$ cat config.mk
export PLATFORM = sky130hd
export DESIGN_NAME = bus_mux_ctrl
export DESIGN_NICKNAME = d
export VERILOG_FILES = /design/src/core/mux_ctrl_pkg.sv /design/src/core/bus_mux_ctrl.sv /design/src/core/pin_sync.sv
export SDC_FILE = /design/constraint.sdc
export NUM_CORES = 1
export LEC_CHECK = 0
export BUFFER_PORTS_ARGS = -buffer_cell sky130_fd_sc_hd__buf_2
export CAP_MARGIN = 10
export CORE_ASPECT_RATIO = 0.7
export CORE_MARGIN = 5
export CORE_UTILIZATION = 62
export CTS_CLUSTER_SIZE = 10
export DETAILED_ROUTE_END_ITERATION = 6
export MAX_ROUTING_LAYER = met4
export PLACE_DENSITY = 0.85
export SYNTH_ARGS = -nofsm -noshare
export SYNTH_HDL_FRONTEND = slang
export SYNTH_HIERARCHICAL = 1
export SYNTH_SLANG_ARGS = --single-unit
$ cat constraint.sdc
create_clock -name pclk -period 7.5 [get_ports pclk]
set_input_delay 0.375 -clock pclk [delete_from_list [all_inputs] [get_ports pclk]]
set_output_delay 0.375 -clock pclk [all_outputs]
set_load 0.01 [all_outputs]
$ cat src/core/mux_ctrl_pkg.sv
package mux_ctrl_pkg;
  // Clock and timeout figures
  localparam int PCLK_PERIOD_NS = 100;
  localparam int TMO_LONG_US = 30000;
  localparam int TMO_MID_US = 15000;
  localparam int TMO_SHORT_US = 7500;
  localparam int TMO_CNT_W = 19;
  // Cycles a released lane is ignored while its synchroniser catches up
  localparam logic [2:0] BLANK_CYCLES = 3'h4;
  // Register byte offsets on APB
  localparam logic [7:0] OFF_FAULT = 8'h00;
  localparam logic [7:0] OFF_ACCEL = 8'h04;
  localparam logic [7:0] OFF_CONFIG = 8'h08;
  localparam logic [7:0] OFF_SWITCH = 8'h0c;
  // Register indices, shared by APB word address and the 2-wire command byte
  localparam logic [1:0] IDX_FAULT = 2'h0;
  localparam logic [1:0] IDX_ACCEL = 2'h1;
  localparam logic [1:0] IDX_CONFIG = 2'h2;
  localparam logic [1:0] IDX_SWITCH = 2'h3;
  // Field positions
  localparam int BIT_CONN_OK = 7;
  localparam int BIT_STK_LATCH = 6;
  localparam int BIT_STK_RT = 5;
  localparam int BIT_UP_ACCEL = 7;
  localparam int BIT_DN_ACCEL = 6;
  localparam int BIT_OVERRIDE = 5;
  localparam int SW_LSB = 4;
  // Timeout select codes
  localparam logic [1:0] TSEL_OFF = 2'h0;
  localparam logic [1:0] TSEL_LONG = 2'h1;
  localparam logic [1:0] TSEL_MID = 2'h2;
  localparam logic [1:0] TSEL_SHORT = 2'h3;
  // Values after reset
  localparam logic [3:0] SW_RESET = 4'h0;
  localparam logic [1:0] TSEL_RESET = 2'h0;
  localparam logic [3:0] CHAN_OK_RESET = 4'hf;
  // Sync reset: lanes idle high, lockout on, enable off
  localparam logic [15:0] SYNC_INIT = 16'h7fff;
  // Alert response address
  localparam logic [6:0] ARA_ADDR = 7'h0c;
  // Upstream 2-wire slave states
  typedef enum logic [2:0] {
    S_IDLE = 3'b000,
    S_ADDR = 3'b001,
    S_CMD = 3'b010,
    S_DATA = 3'b011,
    S_ACK = 3'b100,
    S_TX = 3'b101,
    S_WAIT = 3'b110
  } slv_state_t;
endpackage : mux_ctrl_pkg

$ cat src/core/bus_mux_ctrl.sv
// Chosen here: register access over APB and the register offsets.
`timescale 1ns/100ps
module bus_mux_ctrl #(
  parameter logic [6:0] own_address = 7'h40,
  parameter int unsigned long_cycles =
    mux_ctrl_pkg::TMO_LONG_US * 1000 / mux_ctrl_pkg::PCLK_PERIOD_NS,
  parameter int unsigned mid_cycles =
    mux_ctrl_pkg::TMO_MID_US * 1000 / mux_ctrl_pkg::PCLK_PERIOD_NS,
  parameter int unsigned short_cycles =
    mux_ctrl_pkg::TMO_SHORT_US * 1000 / mux_ctrl_pkg::PCLK_PERIOD_NS
) (
  // APB slave
  input wire logic pclk,
  input wire logic presetn,
  input wire logic psel,
  input wire logic penable,
  input wire logic pwrite,
  input wire logic [7:0] paddr,
  input wire logic [31:0] pwdata,
  output logic [31:0] prdata,
  output logic pready,
  output logic pslverr,
  // Supply and enable
  input wire logic supply_lockout,
  input wire logic enable,
  input wire logic [3:0] downstream_fault_inputs_n,
  // Upstream bus
  input wire logic upstream_data_line_in,
  output logic upstream_data_line_out,
  output logic upstream_data_line_oe,
  input wire logic upstream_clock_line_in,
  output logic upstream_clock_line_out,
  output logic upstream_clock_line_oe,
  // Downstream buses, channel one in bit 0
  input wire logic [3:0] downstream_data_line_in,
  output logic [3:0] downstream_data_line_out,
  output logic [3:0] downstream_data_line_oe,
  input wire logic [3:0] downstream_clock_line_in,
  output logic [3:0] downstream_clock_line_out,
  output logic [3:0] downstream_clock_line_oe,
  // Alert, ready and accelerators
  output logic alert_n_out,
  output logic alert_n_oe,
  output logic ready_out,
  output logic ready_oe,
  output logic upstream_boost,
  output logic [3:0] downstream_boost
);
  logic [15:0] syn; // Filtered pin levels
  logic [9:0] lanes; // Data lanes 0..4, clock lanes 5..9; lane 0/5 upstream
  logic [9:0] lanes_q; // Previous lane levels for edge finding
  logic lk; // Supply lockout active
  logic en_pin; // Enable input high
  logic run; // Commands accepted
  logic [3:0] fin_low; // Fault inputs asserted
  logic [3:0] logic_ok; // Channel idles with both lines high
  // Control state
  logic [3:0] sw;
  logic up_acc;
  logic dn_acc;
  logic ovr;
  logic [1:0] tsel;
  // Fault state
  logic conn_ok;
  logic [3:0] chan_ok;
  logic stk;
  logic stk_rt;
  logic pend_a;
  logic pend_b;
  logic [mux_ctrl_pkg::TMO_CNT_W-1:0] tmr;
  logic [mux_ctrl_pkg::TMO_CNT_W-1:0] limit;
  // Write path
  logic apb_wr;
  logic i2c_commit;
  logic wr_en;
  logic [1:0] wr_idx;
  logic [7:0] wr_data;
  logic [3:0] next_sw;
  logic conn_wr;
  logic bad_conn;
  logic clr;
  logic node_low;
  logic hit;
  logic buf_act;
  logic new_a;
  logic rel;
  logic [7:0] rd_byte;
  // Wired-AND lanes
  logic [9:0] part;
  logic [9:0] src;
  logic [9:0] drv;
  logic [9:0] own;
  logic [2:0] blank [10];
  // Upstream 2-wire slave
  mux_ctrl_pkg::slv_state_t st;
  mux_ctrl_pkg::slv_state_t ack_next;
  logic [7:0] shreg;
  logic [3:0] bitcnt;
  logic slv_drv;
  logic pend_valid;
  logic [1:0] pend_idx;
  logic [7:0] pend_data;
  logic start_c;
  logic stop_c;
  logic srise;
  logic sfall;
  logic ara_hit;
  logic own_hit;

  // Every asynchronous pin through one synchroniser bank
  pin_sync #(
    .W(16),
    .INIT(mux_ctrl_pkg::SYNC_INIT)
  ) u_sync (
    .pclk(pclk),
    .presetn(presetn),
    .raw({enable, supply_lockout, downstream_fault_inputs_n, downstream_clock_line_in,
      upstream_clock_line_in, downstream_data_line_in, upstream_data_line_in}),
    .level(syn)
  );

  assign lanes = syn[9:0];
  assign fin_low = ~syn[13:10];
  assign lk = syn[14];
  assign en_pin = syn[15];
  assign run = en_pin & ~lk;
  assign logic_ok = lanes[4:1] & lanes[9:6];

  // APB handshake; a 2-wire commit steals one cycle from APB
  assign pready = ~i2c_commit;
  assign pslverr = psel & penable & ((paddr[1:0] != 2'h0) | (paddr > mux_ctrl_pkg::OFF_SWITCH));
  assign apb_wr = psel & penable & pwrite & pready & ~pslverr;
  assign i2c_commit = run & stop_c & pend_valid;
  // Writes only land while enabled and powered
  assign wr_en = (apb_wr | i2c_commit) & run;
  assign wr_idx = apb_wr ? paddr[3:2] : pend_idx;
  assign wr_data = apb_wr ? pwdata[7:0] : pend_data;
  assign clr = wr_en & (wr_idx == mux_ctrl_pkg::IDX_FAULT);
  assign conn_wr = wr_en & (wr_idx == mux_ctrl_pkg::IDX_SWITCH);
  // Already-closed channels stay closed if written 1; others need a high idle state unless override is set
  assign next_sw = wr_data[7:4] & (ovr ? 4'hf : (logic_ok | sw));
  assign bad_conn = conn_wr & ~ovr & (|(wr_data[7:4] & ~sw & ~logic_ok));

  // Control bits; held at default while enable is low
  always_ff @(posedge pclk or negedge presetn)
  begin
    if (!presetn)
    begin
      sw <= mux_ctrl_pkg::SW_RESET;
      up_acc <= 1'b0;
      dn_acc <= 1'b0;
      ovr <= 1'b0;
      tsel <= mux_ctrl_pkg::TSEL_RESET;
    end
    else if (!run)
    begin
      sw <= mux_ctrl_pkg::SW_RESET;
      up_acc <= 1'b0;
      dn_acc <= 1'b0;
      ovr <= 1'b0;
      tsel <= mux_ctrl_pkg::TSEL_RESET;
    end
    else if (wr_en)
    begin
      // Switch bits survive a timeout; only writes, reset and the loss of run move them
      unique case (wr_idx)
        mux_ctrl_pkg::IDX_FAULT: ;
        mux_ctrl_pkg::IDX_ACCEL:
        begin
          up_acc <= wr_data[mux_ctrl_pkg::BIT_UP_ACCEL];
          dn_acc <= wr_data[mux_ctrl_pkg::BIT_DN_ACCEL];
        end
        mux_ctrl_pkg::IDX_CONFIG:
        begin
          ovr <= wr_data[mux_ctrl_pkg::BIT_OVERRIDE];
          tsel <= wr_data[1:0];
        end
        mux_ctrl_pkg::IDX_SWITCH: sw <= next_sw;
      endcase
    end
  end

  // Timeout length per select code
  always_comb
  begin
    unique case (tsel)
      mux_ctrl_pkg::TSEL_LONG: limit = mux_ctrl_pkg::TMO_CNT_W'(long_cycles);
      mux_ctrl_pkg::TSEL_MID: limit = mux_ctrl_pkg::TMO_CNT_W'(mid_cycles);
      mux_ctrl_pkg::TSEL_SHORT: limit = mux_ctrl_pkg::TMO_CNT_W'(short_cycles);
      mux_ctrl_pkg::TSEL_OFF: limit = '1;
    endcase
  end

  // Common switch nodes follow any closed channel line
  assign node_low = (|(sw & ~lanes[4:1])) | (|(sw & ~lanes[9:6]));
  assign hit = (tsel != mux_ctrl_pkg::TSEL_OFF) & (tmr == limit) & ~stk;
  assign stk_rt = node_low & (tsel != mux_ctrl_pkg::TSEL_OFF) & (tmr == limit);
  assign buf_act = run & (|sw) & ~stk;

  // Stuck-low timer, saturates at the limit
  always_ff @(posedge pclk or negedge presetn)
  begin
    if (!presetn)
      tmr <= '0;
    else if (!node_low || tsel == mux_ctrl_pkg::TSEL_OFF || clr)
      tmr <= '0;
    else if (tmr != limit)
      tmr <= tmr + 1'b1;
  end

  // Sticky faults; a new event beats a clear in the same cycle
  always_ff @(posedge pclk or negedge presetn)
  begin
    if (!presetn)
    begin
      conn_ok <= 1'b1;
      chan_ok <= mux_ctrl_pkg::CHAN_OK_RESET;
      stk <= 1'b0;
    end
    else
    begin
      if (bad_conn)
        conn_ok <= 1'b0;
      else if (clr)
        conn_ok <= 1'b1;
      chan_ok <= ~fin_low & (chan_ok | {4{clr}});
      if (hit)
        stk <= 1'b1;
      else if (clr)
        stk <= 1'b0;
    end
  end

  // First occurrence of a grouped fault; connected channels pass through
  assign new_a = bad_conn | (|(fin_low & chan_ok & ~(sw & {4{buf_act}})));

  // Alert pathways, released by response or direct addressing
  always_ff @(posedge pclk or negedge presetn)
  begin
    if (!presetn)
    begin
      pend_a <= 1'b0;
      pend_b <= 1'b0;
    end
    else
    begin
      if (new_a)
        pend_a <= 1'b1;
      else if (rel || clr)
        pend_a <= 1'b0;
      if (hit)
        pend_b <= 1'b1;
      else if (rel || clr)
        pend_b <= 1'b0;
    end
  end

  // Open-drain outputs; everything floats under lockout
  assign alert_n_out = 1'b0;
  assign ready_out = 1'b0;
  assign alert_n_oe = ~lk & (pend_a | pend_b | ((|(fin_low & sw)) & buf_act)
    | (~en_pin & (|fin_low)));
  assign ready_oe = ~lk & ~buf_act;

  // Participating lanes: upstream plus every closed channel
  assign part = buf_act ? {sw, 1'b1, sw, 1'b1} : 10'h000;
  assign own = drv | {9'h000, slv_drv};

  genvar gi;
  generate
    for (gi = 0; gi < 10; gi++)
    begin : g_lane
      localparam int BASE = (gi / 5) * 5;
      logic other; // Another lane of the same line is held low from outside
      assign other = |(src[BASE+4:BASE] & ~(5'h01 << (gi % 5)));

      // Our own drive must not look like an outside low, hence the blanking
      always_ff @(posedge pclk or negedge presetn)
      begin
        if (!presetn)
        begin
          src[gi] <= 1'b0;
          drv[gi] <= 1'b0;
          blank[gi] <= 3'h0;
        end
        else
        begin
          src[gi] <= part[gi] & ~lanes[gi] & (src[gi] | (~own[gi] & (blank[gi] == 3'h0)));
          drv[gi] <= part[gi] & other;
          if (own[gi])
            blank[gi] <= mux_ctrl_pkg::BLANK_CYCLES;
          else if (blank[gi] != 3'h0)
            blank[gi] <= blank[gi] - 3'h1;
        end
      end
    end
  endgenerate

  assign upstream_data_line_out = 1'b0;
  assign upstream_clock_line_out = 1'b0;
  assign downstream_data_line_out = 4'h0;
  assign downstream_clock_line_out = 4'h0;
  assign upstream_data_line_oe = ~lk & own[0];
  assign upstream_clock_line_oe = ~lk & drv[5];
  assign downstream_data_line_oe = {4{~lk}} & drv[4:1];
  assign downstream_clock_line_oe = {4{~lk}} & drv[9:6];

  // Accelerator pulses on rising lane edges
  always_ff @(posedge pclk or negedge presetn)
  begin
    if (!presetn)
    begin
      lanes_q <= 10'h3ff;
      upstream_boost <= 1'b0;
      downstream_boost <= 4'h0;
    end
    else
    begin
      lanes_q <= lanes;
      upstream_boost <= run & up_acc & ((lanes[0] & ~lanes_q[0]) | (lanes[5] & ~lanes_q[5]));
      downstream_boost <= {4{dn_acc}} & sw & ((lanes[4:1] & ~lanes_q[4:1])
        | (lanes[9:6] & ~lanes_q[9:6]));
    end
  end

  // Upstream bus conditions
  assign start_c = lanes_q[5] & lanes[5] & lanes_q[0] & ~lanes[0];
  assign stop_c = lanes_q[5] & lanes[5] & ~lanes_q[0] & lanes[0];
  assign srise = ~lanes_q[5] & lanes[5];
  assign sfall = lanes_q[5] & ~lanes[5];
  assign ara_hit = (shreg == {mux_ctrl_pkg::ARA_ADDR, 1'b1}) & (pend_a | pend_b);
  assign own_hit = shreg[7:1] == own_address;
  assign rel = run & sfall & (st == mux_ctrl_pkg::S_ADDR) & (bitcnt == 4'h8)
    & (ara_hit | own_hit);

  // Byte-level slave: write byte, alert response, address recognition
  always_ff @(posedge pclk or negedge presetn)
  begin
    if (!presetn)
    begin
      st <= mux_ctrl_pkg::S_IDLE;
      ack_next <= mux_ctrl_pkg::S_IDLE;
      shreg <= 8'h00;
      bitcnt <= 4'h0;
      slv_drv <= 1'b0;
      pend_valid <= 1'b0;
      pend_idx <= 2'h0;
      pend_data <= 8'h00;
    end
    else if (!run)
    begin
      st <= mux_ctrl_pkg::S_IDLE;
      slv_drv <= 1'b0;
      pend_valid <= 1'b0;
    end
    else if (start_c)
    begin
      st <= mux_ctrl_pkg::S_ADDR;
      bitcnt <= 4'h0;
      slv_drv <= 1'b0;
      pend_valid <= 1'b0;
    end
    else if (stop_c)
    begin
      st <= mux_ctrl_pkg::S_IDLE;
      slv_drv <= 1'b0;
      pend_valid <= 1'b0;
    end
    else if (srise && bitcnt != 4'h8 && (st == mux_ctrl_pkg::S_ADDR
      || st == mux_ctrl_pkg::S_CMD || st == mux_ctrl_pkg::S_DATA))
    begin
      shreg <= {shreg[6:0], lanes[0]};
      bitcnt <= bitcnt + 4'h1;
    end
    else if (sfall)
    begin
      unique case (st)
        mux_ctrl_pkg::S_ADDR:
          if (bitcnt == 4'h8)
          begin
            slv_drv <= ara_hit | own_hit;
            st <= (ara_hit | own_hit) ? mux_ctrl_pkg::S_ACK : mux_ctrl_pkg::S_WAIT;
            ack_next <= ara_hit ? mux_ctrl_pkg::S_TX
              : (shreg[0] ? mux_ctrl_pkg::S_WAIT : mux_ctrl_pkg::S_CMD);
          end
        mux_ctrl_pkg::S_CMD:
          if (bitcnt == 4'h8)
          begin
            pend_idx <= shreg[1:0];
            slv_drv <= 1'b1;
            st <= mux_ctrl_pkg::S_ACK;
            ack_next <= mux_ctrl_pkg::S_DATA;
          end
        mux_ctrl_pkg::S_DATA:
          if (bitcnt == 4'h8)
          begin
            pend_data <= shreg;
            pend_valid <= 1'b1;
            slv_drv <= 1'b1;
            st <= mux_ctrl_pkg::S_ACK;
            ack_next <= mux_ctrl_pkg::S_WAIT;
          end
        mux_ctrl_pkg::S_ACK:
        begin
          st <= ack_next;
          bitcnt <= 4'h0;
          slv_drv <= 1'b0;
          if (ack_next == mux_ctrl_pkg::S_TX)
          begin
            // First address bit goes out now, the rest shift from here
            slv_drv <= ~own_address[6];
            shreg <= {own_address[5:0], 2'b00};
            bitcnt <= 4'h1;
          end
        end
        mux_ctrl_pkg::S_TX:
          if (bitcnt == 4'h8)
          begin
            slv_drv <= 1'b0;
            st <= mux_ctrl_pkg::S_WAIT;
          end
          else
          begin
            slv_drv <= ~shreg[7];
            shreg <= {shreg[6:0], 1'b0};
            bitcnt <= bitcnt + 4'h1;
          end
        mux_ctrl_pkg::S_IDLE, mux_ctrl_pkg::S_WAIT: ;
        default: st <= mux_ctrl_pkg::S_IDLE;
      endcase
    end
  end

  // Read view of the four registers
  always_comb
  begin
    rd_byte = 8'h00;
    unique case (paddr[3:2])
      mux_ctrl_pkg::IDX_FAULT:
      begin
        rd_byte[3:0] = chan_ok;
        rd_byte[mux_ctrl_pkg::BIT_CONN_OK] = conn_ok;
        rd_byte[mux_ctrl_pkg::BIT_STK_LATCH] = stk;
        rd_byte[mux_ctrl_pkg::BIT_STK_RT] = stk_rt;
      end
      mux_ctrl_pkg::IDX_ACCEL:
      begin
        rd_byte[mux_ctrl_pkg::BIT_UP_ACCEL] = up_acc;
        rd_byte[mux_ctrl_pkg::BIT_DN_ACCEL] = dn_acc;
      end
      mux_ctrl_pkg::IDX_CONFIG:
      begin
        rd_byte[mux_ctrl_pkg::BIT_OVERRIDE] = ovr;
        rd_byte[1:0] = tsel;
      end
      mux_ctrl_pkg::IDX_SWITCH: rd_byte = {sw, logic_ok};
    endcase
  end

  // Read data captured in the setup cycle
  always_ff @(posedge pclk or negedge presetn)
  begin
    if (!presetn)
      prdata <= 32'h0000_0000;
    else if (psel && !penable)
      prdata <= {24'h00_0000, rd_byte};
  end
endmodule : bus_mux_ctrl

$ cat src/core/pin_sync.sv
`timescale 1ns/100ps
module pin_sync #(
  parameter int W = 16,
  parameter logic [W-1:0] INIT = '0
) (
  // Clock and reset
  input wire logic pclk,
  input wire logic presetn,
  // Raw and filtered levels
  input wire logic [W-1:0] raw,
  output logic [W-1:0] level
);
  logic [W-1:0] ff1; // Metastability catcher, read by ff2 only
  logic [W-1:0] ff2;
  logic [W-1:0] ff3;

  // Three stages; a change counts once stages two and three agree
  always_ff @(posedge pclk or negedge presetn)
  begin
    if (!presetn)
    begin
      ff1 <= INIT;
      ff2 <= INIT;
      ff3 <= INIT;
      level <= INIT;
    end
    else
    begin
      ff1 <= raw;
      ff2 <= ff1;
      ff3 <= ff2;
      level <= (ff2 & ~(ff2 ^ ff3)) | (level & (ff2 ^ ff3));
    end
  end
endmodule : pin_sync

Word level (Yosys, flattened, before mapping):

Index checks and enable logic that the tools add are counted.

* equality and inequality tests: 42
* shifts and indexed selects: 0
* bitwise logic cells: 167
* mux-type cells: 96
* add/sub/neg operators: 12
* $lt $le $gt $ge: 1
* div/mod/pow operators: 0
* reduce and logical (&&, ||, !) cells: 86
* multiply operators: 0

Operator list (number)
* 3-bit two-way mux: 32
* 1-bit bitwise AND: 80
* 19-bit case mux with 4 select lines: 1
* 4-bit bitwise AND: 17
* 4-bit OR reduction: 17
* 8-bit two-way mux: 5
* 3-bit nonzero test: 13
* 19-bit two-way mux: 2
* 4-bit two-way mux: 9
* 4-bit NOT: 9
* 2-bit nonzero test: 18
* 3-bit zero test: 11
* 1-bit NOT: 33
* 16-bit bitwise AND: 2
* 1-bit two-way mux: 32
* 3-bit by 1-bit subtractor with 3-bit output, second input constant: 10
* 7-bit AND reduction: 3
* 19-bit by 1-bit adder with 19-bit output, second input constant: 1
* 19-bit equality test: 1
* 19-bit != test: 1
* 1-bit bitwise OR: 19
* 4-bit != test, second input constant: 4
* 16-bit NOT: 1
* 16-bit bitwise OR: 1
* 42 further kinds: 82

* memories: 0
* logic and storage cells: 461
* bits in writable memories: 0
* register bits after elaboration: 203
* latch bits: 0
* bits of input ports: 61
* memory bits (read-only): 0

Longest topological paths before layout:

* word-level depth: 15
* mapped depth: 10

Hierarchy:

The synthesis kept the hierarchy.

Modules (own cells, without submodules)
* bus_mux_ctrl: instances 1, area each 7444.6 um^2, seq. area each 3447.1 um^2, cells an instance 777
* pin_sync: instances 1, area each 1856.8 um^2, seq. area each 1676.6 um^2, cells an instance 80

Worst setup path after synthesis:

No wires, ideal clock.

* kind: input port to flip-flop
* start: input port paddr[1]
* end: register pend_a
* stages on the path: 7
* buffers on the path: 1
* data required time: 7360 ps
* slack: 4910 ps
* setup time: 140 ps
* arrival: 2450 ps
* cells stage by stage: or4_1 -> or4_1 -> buf_2 -> nor2_2 -> mux2_2 -> a22oi_1 -> o311ai_1

* word-level cells in the longest chain between the ends: 12
* elaborated cells between the ends (all ways): 23
* those cells by class: 1 x order compare; 1 x eq/ne; 3 x mux; 13 x bitwise; 5 x reduce/logical

Ends and longest elaborated chain
* from (decl): RTL line bus_mux_ctrl.sv:18 `input wire logic [7:0] paddr,`
* 8-bit by 4-bit > comparator with 1-bit output / 2-bit nonzero test (equally long branches): RTL line bus_mux_ctrl.sv:131 `assign pslverr = psel & penable & ((paddr[1:0] != 2'h0) | (paddr > mux_ctrl_pkg::OFF_SWITCH));`
* 1-bit bitwise OR *: RTL line bus_mux_ctrl.sv:131
* 1-bit bitwise AND *: RTL line bus_mux_ctrl.sv:131
* 1-bit NOT *: RTL line bus_mux_ctrl.sv:132 `assign apb_wr = psel & penable & pwrite & pready & ~pslverr;`
* 1-bit bitwise AND *: RTL line bus_mux_ctrl.sv:132
* 2-bit two-way mux (tied with other cells): RTL line bus_mux_ctrl.sv:136 `assign wr_idx = apb_wr ? paddr[3:2] : pend_idx;`
* 2-bit equality test (tied with other cells): RTL line bus_mux_ctrl.sv:139 `assign conn_wr = wr_en & (wr_idx == mux_ctrl_pkg::IDX_SWITCH);`
* 1-bit bitwise AND / 4-bit bitwise AND (equally long branches): RTL line bus_mux_ctrl.sv:139, bus_mux_ctrl.sv:142
* 1-bit bitwise AND / 4-bit OR reduction (equally long branches): RTL line bus_mux_ctrl.sv:142 `assign bad_conn = conn_wr & ~ovr & (|(wr_data[7:4] & ~sw & ~logic_ok));`
* 1-bit bitwise AND: RTL line bus_mux_ctrl.sv:142
* 1-bit bitwise OR: RTL line bus_mux_ctrl.sv:235 `assign new_a = bad_conn | (|(fin_low & chan_ok & ~(sw & {4{buf_act}})));`
* 1-bit two-way mux / 2-bit nonzero test (equally long branches)
* to (signal assigned): RTL line bus_mux_ctrl.sv:242 `pend_a <= 1'b0;`
* to (signal assigned): RTL line bus_mux_ctrl.sv:248 `pend_a <= 1'b1;`
* to (signal assigned): RTL line bus_mux_ctrl.sv:250 `pend_a <= 1'b0;`
* to (decl): RTL line bus_mux_ctrl.sv:68 `logic pend_a;`

Mark *: on every way between the ends. The rest lies on a longest branch, timed or not.
A chain may end at the register's enable or synchronous reset.

Final worst setup path:

* start: register tsel[1]
* end: register prdata[5]

* word-level cells in the longest chain between the ends: 5
* elaborated cells between the ends (all ways): 10
* those cells by class: 4 x eq/ne; 2 x mux; 2 x bitwise; 2 x reduce/logical

Ends and longest elaborated chain
* from (decl): RTL line bus_mux_ctrl.sv:62 `logic [1:0] tsel;`
* from (signal assigned): RTL line bus_mux_ctrl.sv:153 `tsel <= mux_ctrl_pkg::TSEL_RESET;`
* from (signal assigned): RTL line bus_mux_ctrl.sv:161 `tsel <= mux_ctrl_pkg::TSEL_RESET;`
* from (signal assigned): RTL line bus_mux_ctrl.sv:176 `tsel <= wr_data[1:0];`
* 2-bit equality test (tied with other cells): RTL line bus_mux_ctrl.sv:186 `unique case (tsel)`
* 19-bit case mux with 4 select lines: RTL line bus_mux_ctrl.sv:186
* 19-bit equality test: RTL line bus_mux_ctrl.sv:197 `assign stk_rt = node_low & (tsel != mux_ctrl_pkg::TSEL_OFF) & (tmr == limit);`
* 1-bit bitwise AND *: RTL line bus_mux_ctrl.sv:197
* 1-bit case mux with 3 select lines *: RTL line bus_mux_ctrl.sv:438 `unique case (paddr[3:2])`
* to (signal assigned): RTL line bus_mux_ctrl.sv:466 `prdata <= {24'h00_0000, rd_byte};`
* to (decl): RTL line bus_mux_ctrl.sv:20 `output logic [31:0] prdata,`

Mark *: on every way between the ends. The rest lies on a longest branch, timed or not. The select of a mux whose other input is x is not followed.

==> flow_summary.ini <==
[run_status]
status = finished with violations
failed_checks = negative hold slack

[grt]
grt_pass1_wl_um = 33600
grt_pass1_vias = 6612
grt_use_total = 0.240
antenna_found_initial = 0
grt_overflow = 0
grt_start_max_net_pins = 119

[yosys]
syn_inst = 857
async_reset_ff_frac = 1.00
ys_warn_count = 6
ys_types = 74
syn_area_per_cell_sq_um = 10.9
syn_area_sq_um = 9300
ys_seq_elements = 201
synth-edff-count = 0
ys.flop_type = dfrtp_1
yosysSeqAreaShare = 0.551

[pwr]
pwr-share-comb = 0.042
p_switching_uw = 536
ir_drop_v = 0.000222
clkPwrFrac = 0.451
powerDensity_nw_per_um2 = 220
swShare = 0.232
p_leak_nw = 4.65
p_int_mw = 1.78
p_seq_frac = 0.506

[worst_setup_path]
cp.required_ps = 7920
worstSetupEndpointType = flip-flop
arrival_ps = 3920
crit_chain = inv_1 -> ha_1 -> o21bai_1 -> mux2i_1 -> a2111oi_2 -> and2_0 -> a31oi_1 -> o31ai_1
slowest_delay_ps = 970
path_class = reg2reg
critPathSlowestCell = and2_0
start_kind = flip-flop
cp_max_fo = 26

[timing]
holdWs_ps = -19.0
setup_viol = 0
hold_viol = 15
worstMarginPinSlew_ps = 1130
slew_viol_final = 0
period_needed_ps = 3500
finClkSkew_ps = 11.8
clock.fmax_mhz = 286
period_share = 0.466
max-slew-margin-rel = 0.245
setup_ws_ps = 4000
finalSetupTns_ps = 0
grt_setup_unrepaired = no

[clock_network]
clkTransAtPathRegs_ps = 60
cts_made_buffers = 24
clock_path_buffers = 3
htree_levels = 1
cts_tree = done
clock_sinks = 201
clockRootBuffer = clkbuf_16
clock_latency_ps = 520
cts_resized = 0

[layout]
nFillCells = 1044
antennaDiodeCount = 0
multi_input_area_sq_um = 3740
area_growth_pct = 13.0
seq_area_sq_um = 5120
post_route_cells_drive_above_1_share = 0.222
nets = 1034

[detailed_routing]
vias = 6743
antenna_left = 0
first_pass_iters = 5
wirelength_um = 20400
routed_via_density = 5.85
drtIter0Drc = 564
route.detailed.drc = 0
routedWlPerCell_um = 17.7

[die]
io_pins = 124
die-width_um = 156
start_util = 0.632
fp-row-count = 37
die_y_um = 112
core-area_sq_um = 14700
die_area_sq_um = 17600

[placed_design]
hpwl_um = 13900
io_buffers = 61
post-place-ws_ps = 4050
place_congestion = 0.912

[min_path]
hold_path_class = in2async

[job]
cap_violations = 0
==> per-layer routing <==
metal | wire, um | GRT usage
met5 | 0 | -
met4 | 425 | 0.0584
met3 | 1770 | 0.0393
met2 | 8950 | 0.347
met1 | 9240 | 0.357
==> worst paths after layout <==
kind	to	depth (start not counted)	startpoint	slack [ps]
hold / removal	blank[20]	1	presetn	-20
max in group asynchronous	downstream_boost[2]	2	presetn	6000
setup reg to reg	prdata[5]	8	tsel[1]	4000
setup / recovery	prdata[5]	8	tsel[1]	4000
min in group pclk	sw[0]	3	pwdata[4]	260
hold reg to reg	u_sync/ff2[1]	0	u_sync/ff1[1]	350
==> logic make-up after synthesis <==
group                      synth area share
and+or+nand+nor                       0.159
DFF                                   0.551
AOI/OAI and AO/OA                     0.130
buffers and inverters                0.0609
adders and majority gates            0.0638
xor gates and xnor gates             0.0160
muxes                                0.0195
other                              0.000403
==> synthesized netlist by cell type, types with 11 or more instances <==
master	instances	area (sq um)
a211oi_1	16	120
a21oi_1	40	200
and3_1	11	68.8
buf_4	36	270
clkbuf_1	16	60.1
dfrtp_1	126	3150
dfstp_2	75	1970
ha_1	33	413
inv_1	55	206
maj3_2	16	180
nand2_1	62	233
nand2b_1	16	100
nor2_1	75	282
nor2b_1	17	106
nor3_1	21	105
nor4_1	15	93.8
o21ai_0	31	155
o31ai_1	23	173
xnor2_1	17	149
==> stage by stage <==
stage / std cells / instance area [sq um] / hold WS, ps / utilization / power [mW]
CTS: 1153 / 10500 / 24.7 / 0.714 / 2.33
detailed placement: 1093 / 9650 / 345 / 0.655 / 1.28
floorplan: 892 / 9430 / 79.4 / - / 1.23
finish: 1153 / 10500 / -19.0 / 0.714 / 2.31
global route: 1153 / 10500 / 67.1 / 0.714 / 2.40
global placement: 1093 / 9650 / 334 / 0.655 / 1.27
==> final cells by class <==
type,count,share of cell area
Timing Repair Buffer,79,0.0465
Clock inverter,2,0.00369
Multi-Input combinational cell,579,0.356
Clock buffer,42,0.0636
Sequential cell,201,0.487
Tap cell,195,0.0232
Inverter,55,0.0196
==> worst max-delay path: cells and delay by family (launching register included) <==
| family | cells | cell delay, ps |
|---|---|---|
| AO/OA/AOI/OAI | 4 | 1400 |
| AND/OR/NAND/NOR | 1 | 970 |
| buffers and inverters | 1 | 140 |
| adder cells (fa/ha/maj) | 1 | 270 |
| multiplexers | 1 | 120 |
| flip-flops | 1 | 490 |
==> power by group through the flow <==
| stage | combinational, mW | clock (mW) | sequential (mW) |
|---|---|---|---|
| 6_report | 0.0983 | 1.04 | 1.17 |
| 5_1_grt | 0.110 | 1.11 | 1.17 |
| 4_1_cts | 0.0982 | 1.06 | 1.17 |
| 3_5_place_dp | 0.0908 | 0 | 1.19 |
| 3_3_place_gp | 0.0875 | 0 | 1.19 |
| 2_1_floorplan | 0.0618 | 0 | 1.17 |
==> placed cells by master (no fill, tap or decap), types with 11 or more instances in the layout <==
master / count
a211oi_1: 16
a21oi_1: 40
and3_1: 11
buf_2: 60
clkbuf_1: 18
clkbuf_16: 24
conb_1: 36
dfrtp_1: 126
dfstp_2: 75
dlygate4sd3_1: 16
ha_1: 33
inv_1: 55
maj3_2: 16
nand2_1: 62
nand2b_1: 16
nor2_1: 75
nor2b_1: 17
nor3_1: 21
nor4_1: 15
o21ai_0: 31
o31ai_1: 23
xnor2_1: 17
==> timing repair <==
action / CTS / global route
setup buffers: 0 / 0
hold buffers: 16 / 0
endpoints found under the hold margin: 16 / 0
==> sequential cells by signal (all words and copies together) (netlist names), 10 cells and up, named ones only <==
name	flops
blank	30
drv	10
lanes_q	10
src	10
tmr	19
u_sync/ff1	16
u_sync/ff2	16
u_sync/ff3	16
Power figures use the tool's default switching activity.
